$ cat src/logic/laser_seq_params.svh
`ifndef LASER_SEQ_PARAMS_SVH
`define LASER_SEQ_PARAMS_SVH
`define CLK_HZ             32'd10_000_000
`define FREQ_MIN_HZ        32'd20_000
`define FREQ_MAX_HZ        32'd80_000
`define REG_CTRL           12'h000
`define REG_FREQ           12'h004
`define REG_PRE            12'h008
`define REG_POST           12'h00c
`define REG_CYCLE          12'h010
`define REG_POWER          12'h014
`define REG_STATUS         12'h018
`define CTRL_BEAM_BIT      0
`define CTRL_FIBER_BIT     1
`define CTRL_SCAN_BIT      2
`define CTRL_RESET         32'h0000_0002
`define FREQ_RESET         32'h0000_4e20
`define PRE_RESET          32'h0000_0064
`define POST_RESET         32'h0000_0064
`define CYCLE_RESET        32'h0000_0064
`endif

$ cat src/logic/laser_seq_pkg.sv
package laser_seq_pkg;
  typedef enum logic [2:0] {
    ST_IDLE,
    ST_PRE,
    ST_GATE,
    ST_POST,
    ST_CYCLE
  } seq_state_t;
  typedef enum logic [1:0] {
    PW_IDLE,
    PW_SETUP,
    PW_STROBE,
    PW_HOLD
  } power_state_t;
endpackage

$ cat src/logic/fiber_laser_gate_sequencer.sv
`timescale 1ns/1ns
`include "laser_seq_params.svh"
// What this block does
// RULE1: with fiber signalling on, clamp modulation frequency into 20 to 80 kHz.
// RULE2: on beam request raise pre-amp enable, wait Pre delay, then open gate.
// RULE3: after gate closes keep pre-amp enable at most Post delay, then drop.
// RULE4: gate reopening during Post abandons the count; restart on next close.
// RULE5: after pre-amp enable drops, wait Cycle delay before raising it again.
// RULE6: power is an 8-bit parallel word with separate latch strobe.
// RULE7: gate on output bit 0, inverted gate on output bit 2; bit 0 carries the power latch instead in scan-card mode.
// RULE8: pre-amp enable on extended bit 5, or general bit 1 in scan-card mode.
// RULE9: power latch on extended bit 4, or general bit 0 in scan-card mode.
// RULE10: eight power bits on dedicated outputs, lowest bit first.
// RULE11: modulation output is a free-running clock independent of gate timing.
// RULE12: power word stable one clock before strobe, and until strobe ends.
module fiber_laser_gate_sequencer #(
  parameter int CNT_W = 32
) (
  input  wire logic        clk_sys,
  input  wire logic        rst,
  input  wire logic [11:0] s_axi_awaddr,
  input  wire logic        s_axi_awvalid,
  output logic             s_axi_awready,
  input  wire logic [31:0] s_axi_wdata,
  input  wire logic [3:0]  s_axi_wstrb,
  input  wire logic        s_axi_wvalid,
  output logic             s_axi_wready,
  output logic [1:0]       s_axi_bresp,
  output logic             s_axi_bvalid,
  input  wire logic        s_axi_bready,
  input  wire logic [11:0] s_axi_araddr,
  input  wire logic        s_axi_arvalid,
  output logic             s_axi_arready,
  output logic [31:0]      s_axi_rdata,
  output logic [1:0]       s_axi_rresp,
  output logic             s_axi_rvalid,
  input  wire logic        s_axi_rready,
  output logic [7:0]       gen_out,
  output logic [7:0]       ext_out,
  output logic             scan_card_beam_on_out,
  output logic             scan_card_modulation_out,
  output logic [7:0]       scan_card_power_bits
);

  logic [31:0]              ctrl_q;
  logic [31:0]              freq_q;
  logic [CNT_W-1:0]         pre_q;
  logic [CNT_W-1:0]         post_q;
  logic [CNT_W-1:0]         cycle_q;
  logic [7:0]               power_q;
  logic [7:0]               power_out_q;
  logic                     strobe_q;
  logic                     power_pend_q;
  logic                     aw_held_q;
  logic                     w_held_q;
  logic [11:0]              awaddr_q;
  logic [31:0]              wdata_q;
  logic [3:0]               wstrb_q;
  logic                     bvalid_q;
  logic                     bad_w_q;
  logic                     rvalid_q;
  logic [31:0]              rdata_q;
  logic                     bad_r_q;
  laser_seq_pkg::seq_state_t   st_q;
  laser_seq_pkg::seq_state_t   st_d;
  laser_seq_pkg::power_state_t pw_q;
  logic [CNT_W-1:0]         cnt_q;
  logic [CNT_W-1:0]         cnt_d;
  logic [31:0]              mod_cnt_q;
  logic [31:0]              half_q;
  logic                     mod_q;
  logic                     enable_q;
  logic                     gate_q;

  // axi write path
  wire        wr_fire   = aw_held_q && w_held_q && !bvalid_q;
  wire [11:0] wr_addr   = awaddr_q;
  wire        wr_ctrl   = wr_fire && (wr_addr == `REG_CTRL);
  wire        wr_freq   = wr_fire && (wr_addr == `REG_FREQ);
  wire        wr_pre    = wr_fire && (wr_addr == `REG_PRE);
  wire        wr_post   = wr_fire && (wr_addr == `REG_POST);
  wire        wr_cycle  = wr_fire && (wr_addr == `REG_CYCLE);
  wire        wr_power  = wr_fire && (wr_addr == `REG_POWER);
  wire        wr_known  = (wr_addr == `REG_CTRL) || (wr_addr == `REG_FREQ) || (wr_addr == `REG_PRE) ||
                          (wr_addr == `REG_POST) || (wr_addr == `REG_CYCLE) || (wr_addr == `REG_POWER) ||
                          (wr_addr == `REG_STATUS);
  wire [31:0] wmask     = {{8{wstrb_q[3]}}, {8{wstrb_q[2]}}, {8{wstrb_q[1]}}, {8{wstrb_q[0]}}};
  wire [31:0] pre_ext   = 32'(pre_q);
  wire [31:0] post_ext  = 32'(post_q);
  wire [31:0] cycle_ext = 32'(cycle_q);

  assign s_axi_awready = !aw_held_q;
  assign s_axi_wready  = !w_held_q;
  assign s_axi_bvalid  = bvalid_q;
  assign s_axi_bresp   = bad_w_q ? 2'b10 : 2'b00;
  assign s_axi_arready = !rvalid_q;
  assign s_axi_rvalid  = rvalid_q;
  assign s_axi_rdata   = rdata_q;
  assign s_axi_rresp   = bad_r_q ? 2'b10 : 2'b00;

  always_ff @(posedge clk_sys or posedge rst) begin
    if (rst) begin
      aw_held_q <= 1'b0;
      w_held_q  <= 1'b0;
      awaddr_q  <= 12'h000;
      wdata_q   <= 32'h0000_0000;
      wstrb_q   <= 4'h0;
      bvalid_q  <= 1'b0;
      bad_w_q   <= 1'b0;
    end else begin
      if (s_axi_awvalid && s_axi_awready) begin
        aw_held_q <= 1'b1;
        awaddr_q  <= s_axi_awaddr;
      end
      if (s_axi_wvalid && s_axi_wready) begin
        w_held_q <= 1'b1;
        wdata_q  <= s_axi_wdata;
        wstrb_q  <= s_axi_wstrb;
      end
      if (wr_fire) begin
        bvalid_q  <= 1'b1;
        bad_w_q   <= !wr_known || (wr_addr[1:0] != 2'b00);
        aw_held_q <= 1'b0;
        w_held_q  <= 1'b0;
      end else if (bvalid_q && s_axi_bready) begin
        bvalid_q <= 1'b0;
      end
    end
  end

  // configuration registers
  always_ff @(posedge clk_sys or posedge rst) begin
    if (rst) begin
      ctrl_q  <= `CTRL_RESET;
      freq_q  <= `FREQ_RESET;
      pre_q   <= CNT_W'(`PRE_RESET);
      post_q  <= CNT_W'(`POST_RESET);
      cycle_q <= CNT_W'(`CYCLE_RESET);
      power_q <= 8'h00;
    end else begin
      if (wr_ctrl)
        ctrl_q <= (ctrl_q & ~wmask) | (wdata_q & wmask & 32'h0000_0007);
      if (wr_freq)
        freq_q <= (freq_q & ~wmask) | (wdata_q & wmask);
      if (wr_pre)
        pre_q <= CNT_W'((pre_ext & ~wmask) | (wdata_q & wmask));
      if (wr_post)
        post_q <= CNT_W'((post_ext & ~wmask) | (wdata_q & wmask));
      if (wr_cycle)
        cycle_q <= CNT_W'((cycle_ext & ~wmask) | (wdata_q & wmask));
      if (wr_power && wstrb_q[0])
        power_q <= wdata_q[7:0];
    end
  end

  // axi read path
  wire [31:0] status_word = {24'h00_0000, power_pend_q, strobe_q, 1'b0, st_q, enable_q, gate_q};
  wire        rd_known = (s_axi_araddr == `REG_CTRL) || (s_axi_araddr == `REG_FREQ) ||
                         (s_axi_araddr == `REG_PRE) || (s_axi_araddr == `REG_POST) ||
                         (s_axi_araddr == `REG_CYCLE) || (s_axi_araddr == `REG_POWER) ||
                         (s_axi_araddr == `REG_STATUS);
  wire [31:0] rd_mux =
    (s_axi_araddr == `REG_CTRL)   ? ctrl_q :
    (s_axi_araddr == `REG_FREQ)   ? freq_q :
    (s_axi_araddr == `REG_PRE)    ? pre_ext :
    (s_axi_araddr == `REG_POST)   ? post_ext :
    (s_axi_araddr == `REG_CYCLE)  ? cycle_ext :
    (s_axi_araddr == `REG_POWER)  ? {24'h00_0000, power_q} :
    (s_axi_araddr == `REG_STATUS) ? status_word : 32'h0000_0000;

  always_ff @(posedge clk_sys or posedge rst) begin
    if (rst) begin
      rvalid_q <= 1'b0;
      rdata_q  <= 32'h0000_0000;
      bad_r_q  <= 1'b0;
    end else if (s_axi_arvalid && s_axi_arready) begin
      rvalid_q <= 1'b1;
      rdata_q  <= rd_mux;
      bad_r_q  <= !rd_known;
    end else if (rvalid_q && s_axi_rready) begin
      rvalid_q <= 1'b0;
    end
  end

  // modulation clock
  wire        fiber_on = ctrl_q[`CTRL_FIBER_BIT];
  wire        scan_on  = ctrl_q[`CTRL_SCAN_BIT];
  wire        beam_req = ctrl_q[`CTRL_BEAM_BIT];
  // RULE1: band clamp
  wire [31:0] freq_lo  = (freq_q < `FREQ_MIN_HZ) ? `FREQ_MIN_HZ : freq_q;
  wire [31:0] freq_cl  = (freq_lo > `FREQ_MAX_HZ) ? `FREQ_MAX_HZ : freq_lo;
  wire [31:0] freq_use = fiber_on ? freq_cl : ((freq_q == 32'h0000_0000) ? 32'h0000_0001 : freq_q);
  wire [31:0] half_raw = (`CLK_HZ >> 1) / freq_use;
  wire [31:0] half_per = (half_raw == 32'h0000_0000) ? 32'h0000_0001 : half_raw;

  // divide registered, kept off the toggle counter path
  always_ff @(posedge clk_sys or posedge rst) begin
    if (rst) begin
      half_q <= (`CLK_HZ >> 1) / `FREQ_RESET;
    end else begin
      half_q <= half_per;
    end
  end

  // RULE11: free-running toggle
  always_ff @(posedge clk_sys or posedge rst) begin
    if (rst) begin
      mod_cnt_q <= 32'h0000_0000;
      mod_q     <= 1'b0;
    end else if (mod_cnt_q + 32'h0000_0001 >= half_q) begin
      mod_cnt_q <= 32'h0000_0000;
      mod_q     <= !mod_q;
    end else begin
      mod_cnt_q <= mod_cnt_q + 32'h0000_0001;
    end
  end

  // gate sequencer
  wire cnt_done = (cnt_q == '0);
  wire [CNT_W-1:0] cnt_dec = cnt_q - CNT_W'(1);

  always_comb begin
    st_d  = st_q;
    cnt_d = cnt_done ? cnt_q : cnt_dec;
    unique case (st_q)
      laser_seq_pkg::ST_IDLE: begin
        // RULE2: enable first
        if (beam_req) begin
          st_d  = laser_seq_pkg::ST_PRE;
          cnt_d = pre_q;
        end
      end
      laser_seq_pkg::ST_PRE: begin
        // RULE2: gate after pre
        if (!beam_req) begin
          st_d  = laser_seq_pkg::ST_POST;
          cnt_d = post_q;
        end else if (cnt_done || cnt_q == CNT_W'(1)) begin
          st_d = laser_seq_pkg::ST_GATE;
        end
      end
      laser_seq_pkg::ST_GATE: begin
        // RULE3: start post
        if (!beam_req) begin
          st_d  = laser_seq_pkg::ST_POST;
          cnt_d = post_q;
        end
      end
      laser_seq_pkg::ST_POST: begin
        // RULE4: abandon post
        if (beam_req) begin
          st_d = laser_seq_pkg::ST_GATE;
        end else if (cnt_done || cnt_q == CNT_W'(1)) begin
          // RULE5: cycle lockout
          st_d  = laser_seq_pkg::ST_CYCLE;
          cnt_d = cycle_q;
        end
      end
      laser_seq_pkg::ST_CYCLE: begin
        // RULE5: wait cycle
        if (cnt_done || cnt_q == CNT_W'(1))
          st_d = laser_seq_pkg::ST_IDLE;
      end
      default: begin
        st_d  = laser_seq_pkg::ST_IDLE;
        cnt_d = '0;
      end
    endcase
  end

  always_ff @(posedge clk_sys or posedge rst) begin
    if (rst) begin
      st_q     <= laser_seq_pkg::ST_IDLE;
      cnt_q    <= '0;
      enable_q <= 1'b0;
      gate_q   <= 1'b0;
    end else begin
      st_q     <= st_d;
      cnt_q    <= cnt_d;
      enable_q <= (st_d == laser_seq_pkg::ST_PRE) || (st_d == laser_seq_pkg::ST_GATE) ||
                  (st_d == laser_seq_pkg::ST_POST);
      gate_q   <= (st_d == laser_seq_pkg::ST_GATE);
    end
  end

  // RULE6: word then latch strobe
  always_ff @(posedge clk_sys or posedge rst) begin
    if (rst) begin
      pw_q         <= laser_seq_pkg::PW_IDLE;
      power_out_q  <= 8'h00;
      strobe_q     <= 1'b0;
      power_pend_q <= 1'b0;
    end else begin
      if (wr_power && wstrb_q[0])
        power_pend_q <= 1'b1;
      unique case (pw_q)
        laser_seq_pkg::PW_IDLE: begin
          if (power_pend_q) begin
            power_out_q  <= power_q;
            power_pend_q <= wr_power && wstrb_q[0];
            pw_q         <= laser_seq_pkg::PW_SETUP;
          end
        end
        // RULE12: setup before strobe
        laser_seq_pkg::PW_SETUP: begin
          strobe_q <= 1'b1;
          pw_q     <= laser_seq_pkg::PW_STROBE;
        end
        laser_seq_pkg::PW_STROBE: begin
          strobe_q <= 1'b0;
          pw_q     <= laser_seq_pkg::PW_HOLD;
        end
        // RULE12: hold after strobe
        laser_seq_pkg::PW_HOLD: begin
          pw_q <= laser_seq_pkg::PW_IDLE;
        end
      endcase
    end
  end

  // pin mapping
  always_comb begin
    gen_out = 8'h00;
    ext_out = 8'h00;
    // RULE7: gate true (power latch in scan-card mode) and inverted
    gen_out[0] = scan_on ? strobe_q : gate_q;
    gen_out[2] = !gate_q;
    // RULE8: enable placement
    if (scan_on)
      gen_out[1] = enable_q;
    else
      ext_out[5] = enable_q;
    // RULE9: latch placement
    if (!scan_on)
      ext_out[4] = strobe_q;
  end

  assign scan_card_beam_on_out    = gate_q;
  assign scan_card_modulation_out = mod_q;
  // RULE10: dedicated power bits
  assign scan_card_power_bits     = power_out_q;

endmodule

$ cat config.mk
export PLATFORM = sky130hd
export DESIGN_NAME = fiber_laser_gate_sequencer
export DESIGN_NICKNAME = d
export VERILOG_FILES = /design/src/logic/laser_seq_pkg.sv /design/src/logic/fiber_laser_gate_sequencer.sv
export VERILOG_INCLUDE_DIRS = /design/src /design/src/logic
export SDC_FILE = /design/constraint.sdc
export NUM_CORES = 2
export LEC_CHECK = 0
export BUFFER_PORTS_ARGS = -buffer_cell sky130_fd_sc_hd__buf_2
export CAP_MARGIN = 20
export CORE_UTILIZATION = 40
export CTS_CLUSTER_SIZE = 24
export DETAILED_ROUTE_END_ITERATION = 16
export PLACE_DENSITY = 0.56
export SYNTH_ARGS = -nofsm -noshare
export SYNTH_HDL_FRONTEND = slang
export SYNTH_SLANG_ARGS = --single-unit
$ cat constraint.sdc
create_clock -name clk_sys -period 167.2 [get_ports clk_sys]
set_input_delay 8.36 -clock clk_sys [delete_from_list [all_inputs] [get_ports clk_sys]]
set_output_delay 8.36 -clock clk_sys [all_outputs]
set_load 0.02 [all_outputs]
; ---- Yosys cells after proc, flatten, opt, wreduce, memory -nomap -nowiden
; Cells that the tools add are included.
[classes]
bitwise_logic = 12
div = 1
eq_ne = 24
n_addsub = 2
n_reduce_logical = 53
shift = 0
order_cmp = 3
mul = 0
n_mux = 47
[ops]
columns = operator, count
row1 = two-way mux 32 bit, 16
row2 = AND 32 bit, 6
row3 = OR 32 bit, 4
row4 = one-hot mux 32 bit (4 select lines), 1
row5 = logical NOT 32 bit, 3
row6 = == test 12 x 5 -> 1 bit (second input constant), 6
row7 = == test 12 x 4 -> 1 bit (second input constant), 4
row8 = adder 32 x 1 -> 32 bit (second input constant), 1
row9 = divider 23 x 32 -> 32 bit (first input constant), 1
row10 = == test 32 x 1 -> 1 bit (second input constant), 1
row11 = >= comparator 32 bit, 1
row12 = > comparator 32 x 17 -> 1 bit (second input constant), 1
row13 = < comparator 32 x 15 -> 1 bit (second input constant), 1
row14 = NOT 32 bit, 1
row15 = OR 32 x 3 -> 32 bit, 1
row16 = subtractor 32 x 1 -> 32 bit (second input constant), 1
row17 = == test 12 x 3 -> 1 bit (second input constant), 2
row18 = logical NOT 12 bit, 2
row19 = two-way mux 3 bit, 7
row20 = logical OR 1 bit, 16
row21 = two-way mux 8 bit, 2
row22 = two-way mux 1 bit, 15
row23 = one-hot mux 3 bit (5 select lines), 1
row24 = logical AND 1 bit, 14
row25 = other kinds (15), 34
[word_totals]
mem_count = 0
rom_bits = 0
output_inout_bits = 67
mem_bits_rw = 0
reg_bits = 368
latchBits = 0

; ---- Depth between registers and ports, before layout
[logic_depth]
depth_word = 9
depth_mapped = 392

; ---- Worst setup path after synthesis
; No wires, ideal clock.
[synth_path]
path_type = register -> register
from = register (tool-made name)
to = register half_q[0]
required_ps = 167055
setup_time_ps = 145
period_less_slack_ps = 72204
arrival_time_ps = 72059
path_slack_ps = 94996
path_stages_with_launch = 368
path_cell_list = dfrtp_1 or4_4 o41a_1 a21oi_2 buf_2 buf_1 nand3_1 ha_1 xnor2_1 nor3_1 ha_1 a21oi_1 nor2_1 a41oi_1 a211oi_1 o21ai_0 nor2_1 ha_1 [... 332 more ...] o21ai_1 inv_2 clkbuf_1 mux2_2 ha_1 a21o_1 a21o_1 a21oi_1 nor2b_1 o21ai_0 nand2b_1 a21oi_1 nor2b_1 o21ai_0 a21boi_0 o21ai_0 nor4bb_1 o41ai_1
[synth_rtl]
columns = item, line_no
row1 = end signal: assignment, fiber_laser_gate_sequencer.sv:199  ; half_q <= (`CLK_HZ >> 1) / `FREQ_RESET;
row2 = end signal: assignment, fiber_laser_gate_sequencer.sv:201  ; half_q <= half_per;
row3 = end: declaration, fiber_laser_gate_sequencer.sv:70  ; logic [31:0] half_q;

==> results.sh <==
export IMPL_outcome="finished, final reports clean"
export IMPL_start_util_pct=40.4
export IMPL_worstSetupStartpointType="flop"
export IMPL_hold_path_class="flop to flop"
export IMPL_reg2reg_depth=324
export IMPL_pin_count=134
export IMPL_post_cts_setup_buffer_count=0
export IMPL_tns_ns=0
export IMPL_portBuffers=120
export IMPL_whs_ns=0.472
export IMPL_final_cell_mix="nand2_1 (610), nor2_1 (536), ha_1 (534), a21oi_1 (510), o21ai_0 (369)"
export IMPL_cp_slowest_stage_delay_ns=0.91
export IMPL_synthFlopType="dfrtp_1"
export IMPL_layout_commonest_cell="nand2_1"
export IMPL_grt_use_total_pct=32.5
export IMPL_antenna_found_initial=5
export IMPL_cts_made_buffers=41
export IMPL_path_clk_slew_ns=0.07
export IMPL_fin_crit_sh_pct=54.8
export IMPL_drv_cap=0
export IMPL_grt_overflow_total=0
export IMPL_grt_pass1_vias=48044
export IMPL_ys_warn_count=0
export IMPL_crit_cells=324
export IMPL_cp_end_kind="flop"
export IMPL_hold_buffers=0
export IMPL_die_w_um=350
export IMPL_wirelength_um=205000
export IMPL_whs_path_depth=1
export IMPL_drt_first_pass_iters=9
export IMPL_crit_arrival_ns=92.06
export IMPL_clockBufferDepth=3
export IMPL_layoutNonFillerInstCount=7918
export IMPL_setup_viol=0
export IMPL_critPathBufInv=47
export IMPL_skew_ns=0.0382
export IMPL_via_per_inst=6.37
export IMPL_fin_nets=6874
export IMPL_fp_coreArea_mm2=0.120
export IMPL_multiInputGateArea_mm2=0.0375
export IMPL_synthToLayoutAreaGrowth_pct=8.65
export IMPL_drc=0
export IMPL_rsz0062_at_grt="false"
export IMPL_hold_viol_final=0
export IMPL_placedCellCount=7838
export IMPL_crit_required_ns=167.65
export IMPL_critPathTopFamily="compound AO/OA/AOI/OAI gates"
export IMPL_cp_common_cell="ha_1"
export IMPL_drive_gt1_share_pct=11.6
export IMPL_synth_seq_cells=368
export IMPL_drv_slew=0
export IMPL_yosysSeqAreaShare_pct=19.1
export IMPL_grt_max_degree=129
export IMPL_synth_cell_types=100
export IMPL_rows=127
export IMPL_cts_sinks=368
export IMPL_nFillCells=12103
export IMPL_clk_insertion_delay_late_ns=0.60
export IMPL_max_slew_margin_pct=13.9
export IMPL_num_vias=50448
export IMPL_yosysTopAreaCell="dfrtp_1"
export IMPL_place_gp_congestion=1.03
export IMPL_period_needed_ns=91.60
export IMPL_cts_tree="yes"
export IMPL_avgSynthCellArea_um2=7.77
export IMPL_fmax_mhz=10.9
export IMPL_crit_type="flop to flop"
export IMPL_chipHeight_um=350
export IMPL_post_cts_resized=0
export IMPL_seq_area_mm2=0.00924
export IMPL_synthTopCellsByArea="dfrtp_1 (18%), ha_1 (14%), mux2_2 (6.4%), a21oi_1 (5.3%), xnor2_1 (5.1%)"
export IMPL_htree_levels=2
export IMPL_synth_edff_count=0
export IMPL_syn_area_mm2=0.0484
export IMPL_tightestPinTransition_ns=1.28
export IMPL_ant_nets=0
export IMPL_cp_max_fo=43
export IMPL_die_area_mm2=0.122
export IMPL_cp_slowest_cell="nor3_1"
export IMPL_synth_async_reset_ratio_pct=100
export IMPL_wl_per_cell_um=25.9
export IMPL_synth_top_cell_area_share_pct=17.9
export IMPL_place_hpwl_um=156000
export IMPL_grt_pass1_wl_um=305000
export IMPL_utilization_pct=43.9
export IMPL_synthCells=6229
export IMPL_clockRootBuffer="clkbuf_16"
export IMPL_drtIter0Drc=5854
worst register-to-register path: cells and delay by family (launching register included):
kind | cells | cell delay, ns
muxes | 10 | 4.09
and+or+nand+nor | 85 | 19.79
xor gates and xnor gates | 1 | 0.22
adders and majority gates | 30 | 10.55
AOI/OAI and AO/OA | 151 | 42.20
buffers and inverters | 47 | 14.16
DFF | 1 | 0.50
cell families (layout without fill, tap and decap cells):
| kind of cell | after synthesis | in the layout | synth area share [%] |
|---|---|---|---|
| AND/OR/NAND/NOR | 2035 | 2035 | 19.8 |
| multiplexers | 317 | 317 | 7.26 |
| adder cells (fa/ha/maj) | 534 | 534 | 13.8 |
| flip-flops | 368 | 368 | 19.1 |
| other | 1 | 16 | 0.00774 |
| XOR/XNOR | 436 | 436 | 7.89 |
| buffers and inverters | 489 | 551 | 3.97 |
| AO/OA/AOI/OAI | 2049 | 2049 | 28.2 |
final timing paths:
path	from	to	slack, ns
max in group asynchronous	rst	cnt_q[6]	157.24
max	flop	half_q[0]	75.60
max reg2reg	flop	half_q[0]	75.60
min in group asynchronous	rst	scan_card_modulation_out	7.90
min reg2reg	s_axi_rdata[17]	s_axi_rdata[17]	0.47
min	s_axi_rdata[17]	s_axi_rdata[17]	0.47
stage by stage:
stage / area [µm²] / worst slack, ns
after floorplan: 48500 / 95.00
after global placement: 51100 / 80.98
after detailed placement: 51100 / 78.33
after CTS: 52600 / 77.98
after global routing: 52600 / 69.51
final: 52600 / 75.60
metal layers:
layer / vias to the layer above / routed length (µm) / part of all wire (%) / track usage [%]
met5: - / 7 / 0.0034 / 0
li1: 23179 / - / - / -
met1: 24418 / 88100 / 43 / 44.4
met2: 2371 / 89800 / 44 / 51.4
met3: 478 / 17200 / 8.4 / 4.36
met4: 2 / 9830 / 4.8 / 13.2
synthesized netlist by cell type (28+ instances only):
cell	n
buf_1	33
ha_1	534
nand4_1	65
nand2_1	615
o211ai_1	53
xor2_1	152
a21oi_1	516
and2_1	38
mux2_2	275
and3_1	63
nor2_1	541
inv_1	239
nand3_1	170
a211oi_1	48
a22o_1	42
clkbuf_1	168
a31oi_1	107
or2_2	34
o31ai_1	57
dfrtp_1	347
mux2i_1	42
xnor2_1	284
nor4_1	28
nand2b_1	78
o21a_1	112
o21ai_0	372
nor2b_1	120
a222oi_1	29
a21o_1	255
or3_1	45
nor3_1	167
o21bai_1	57
final cells by class:
cell class | count | area share, %
Antenna cell | 1 | 0.00476
Clock buffer | 57 | 2.24
Clock inverter | 18 | 0.592
Inverter | 253 | 1.82
Multi-Input combinational cell | 5386 | 71.3
Sequential cell | 368 | 17.6
Tap cell | 1612 | 3.83
Timing Repair Buffer | 223 | 2.65
Power is not shown: default switching activity piles up to over one toggle a cycle in this logic, so the estimate is an artifact.
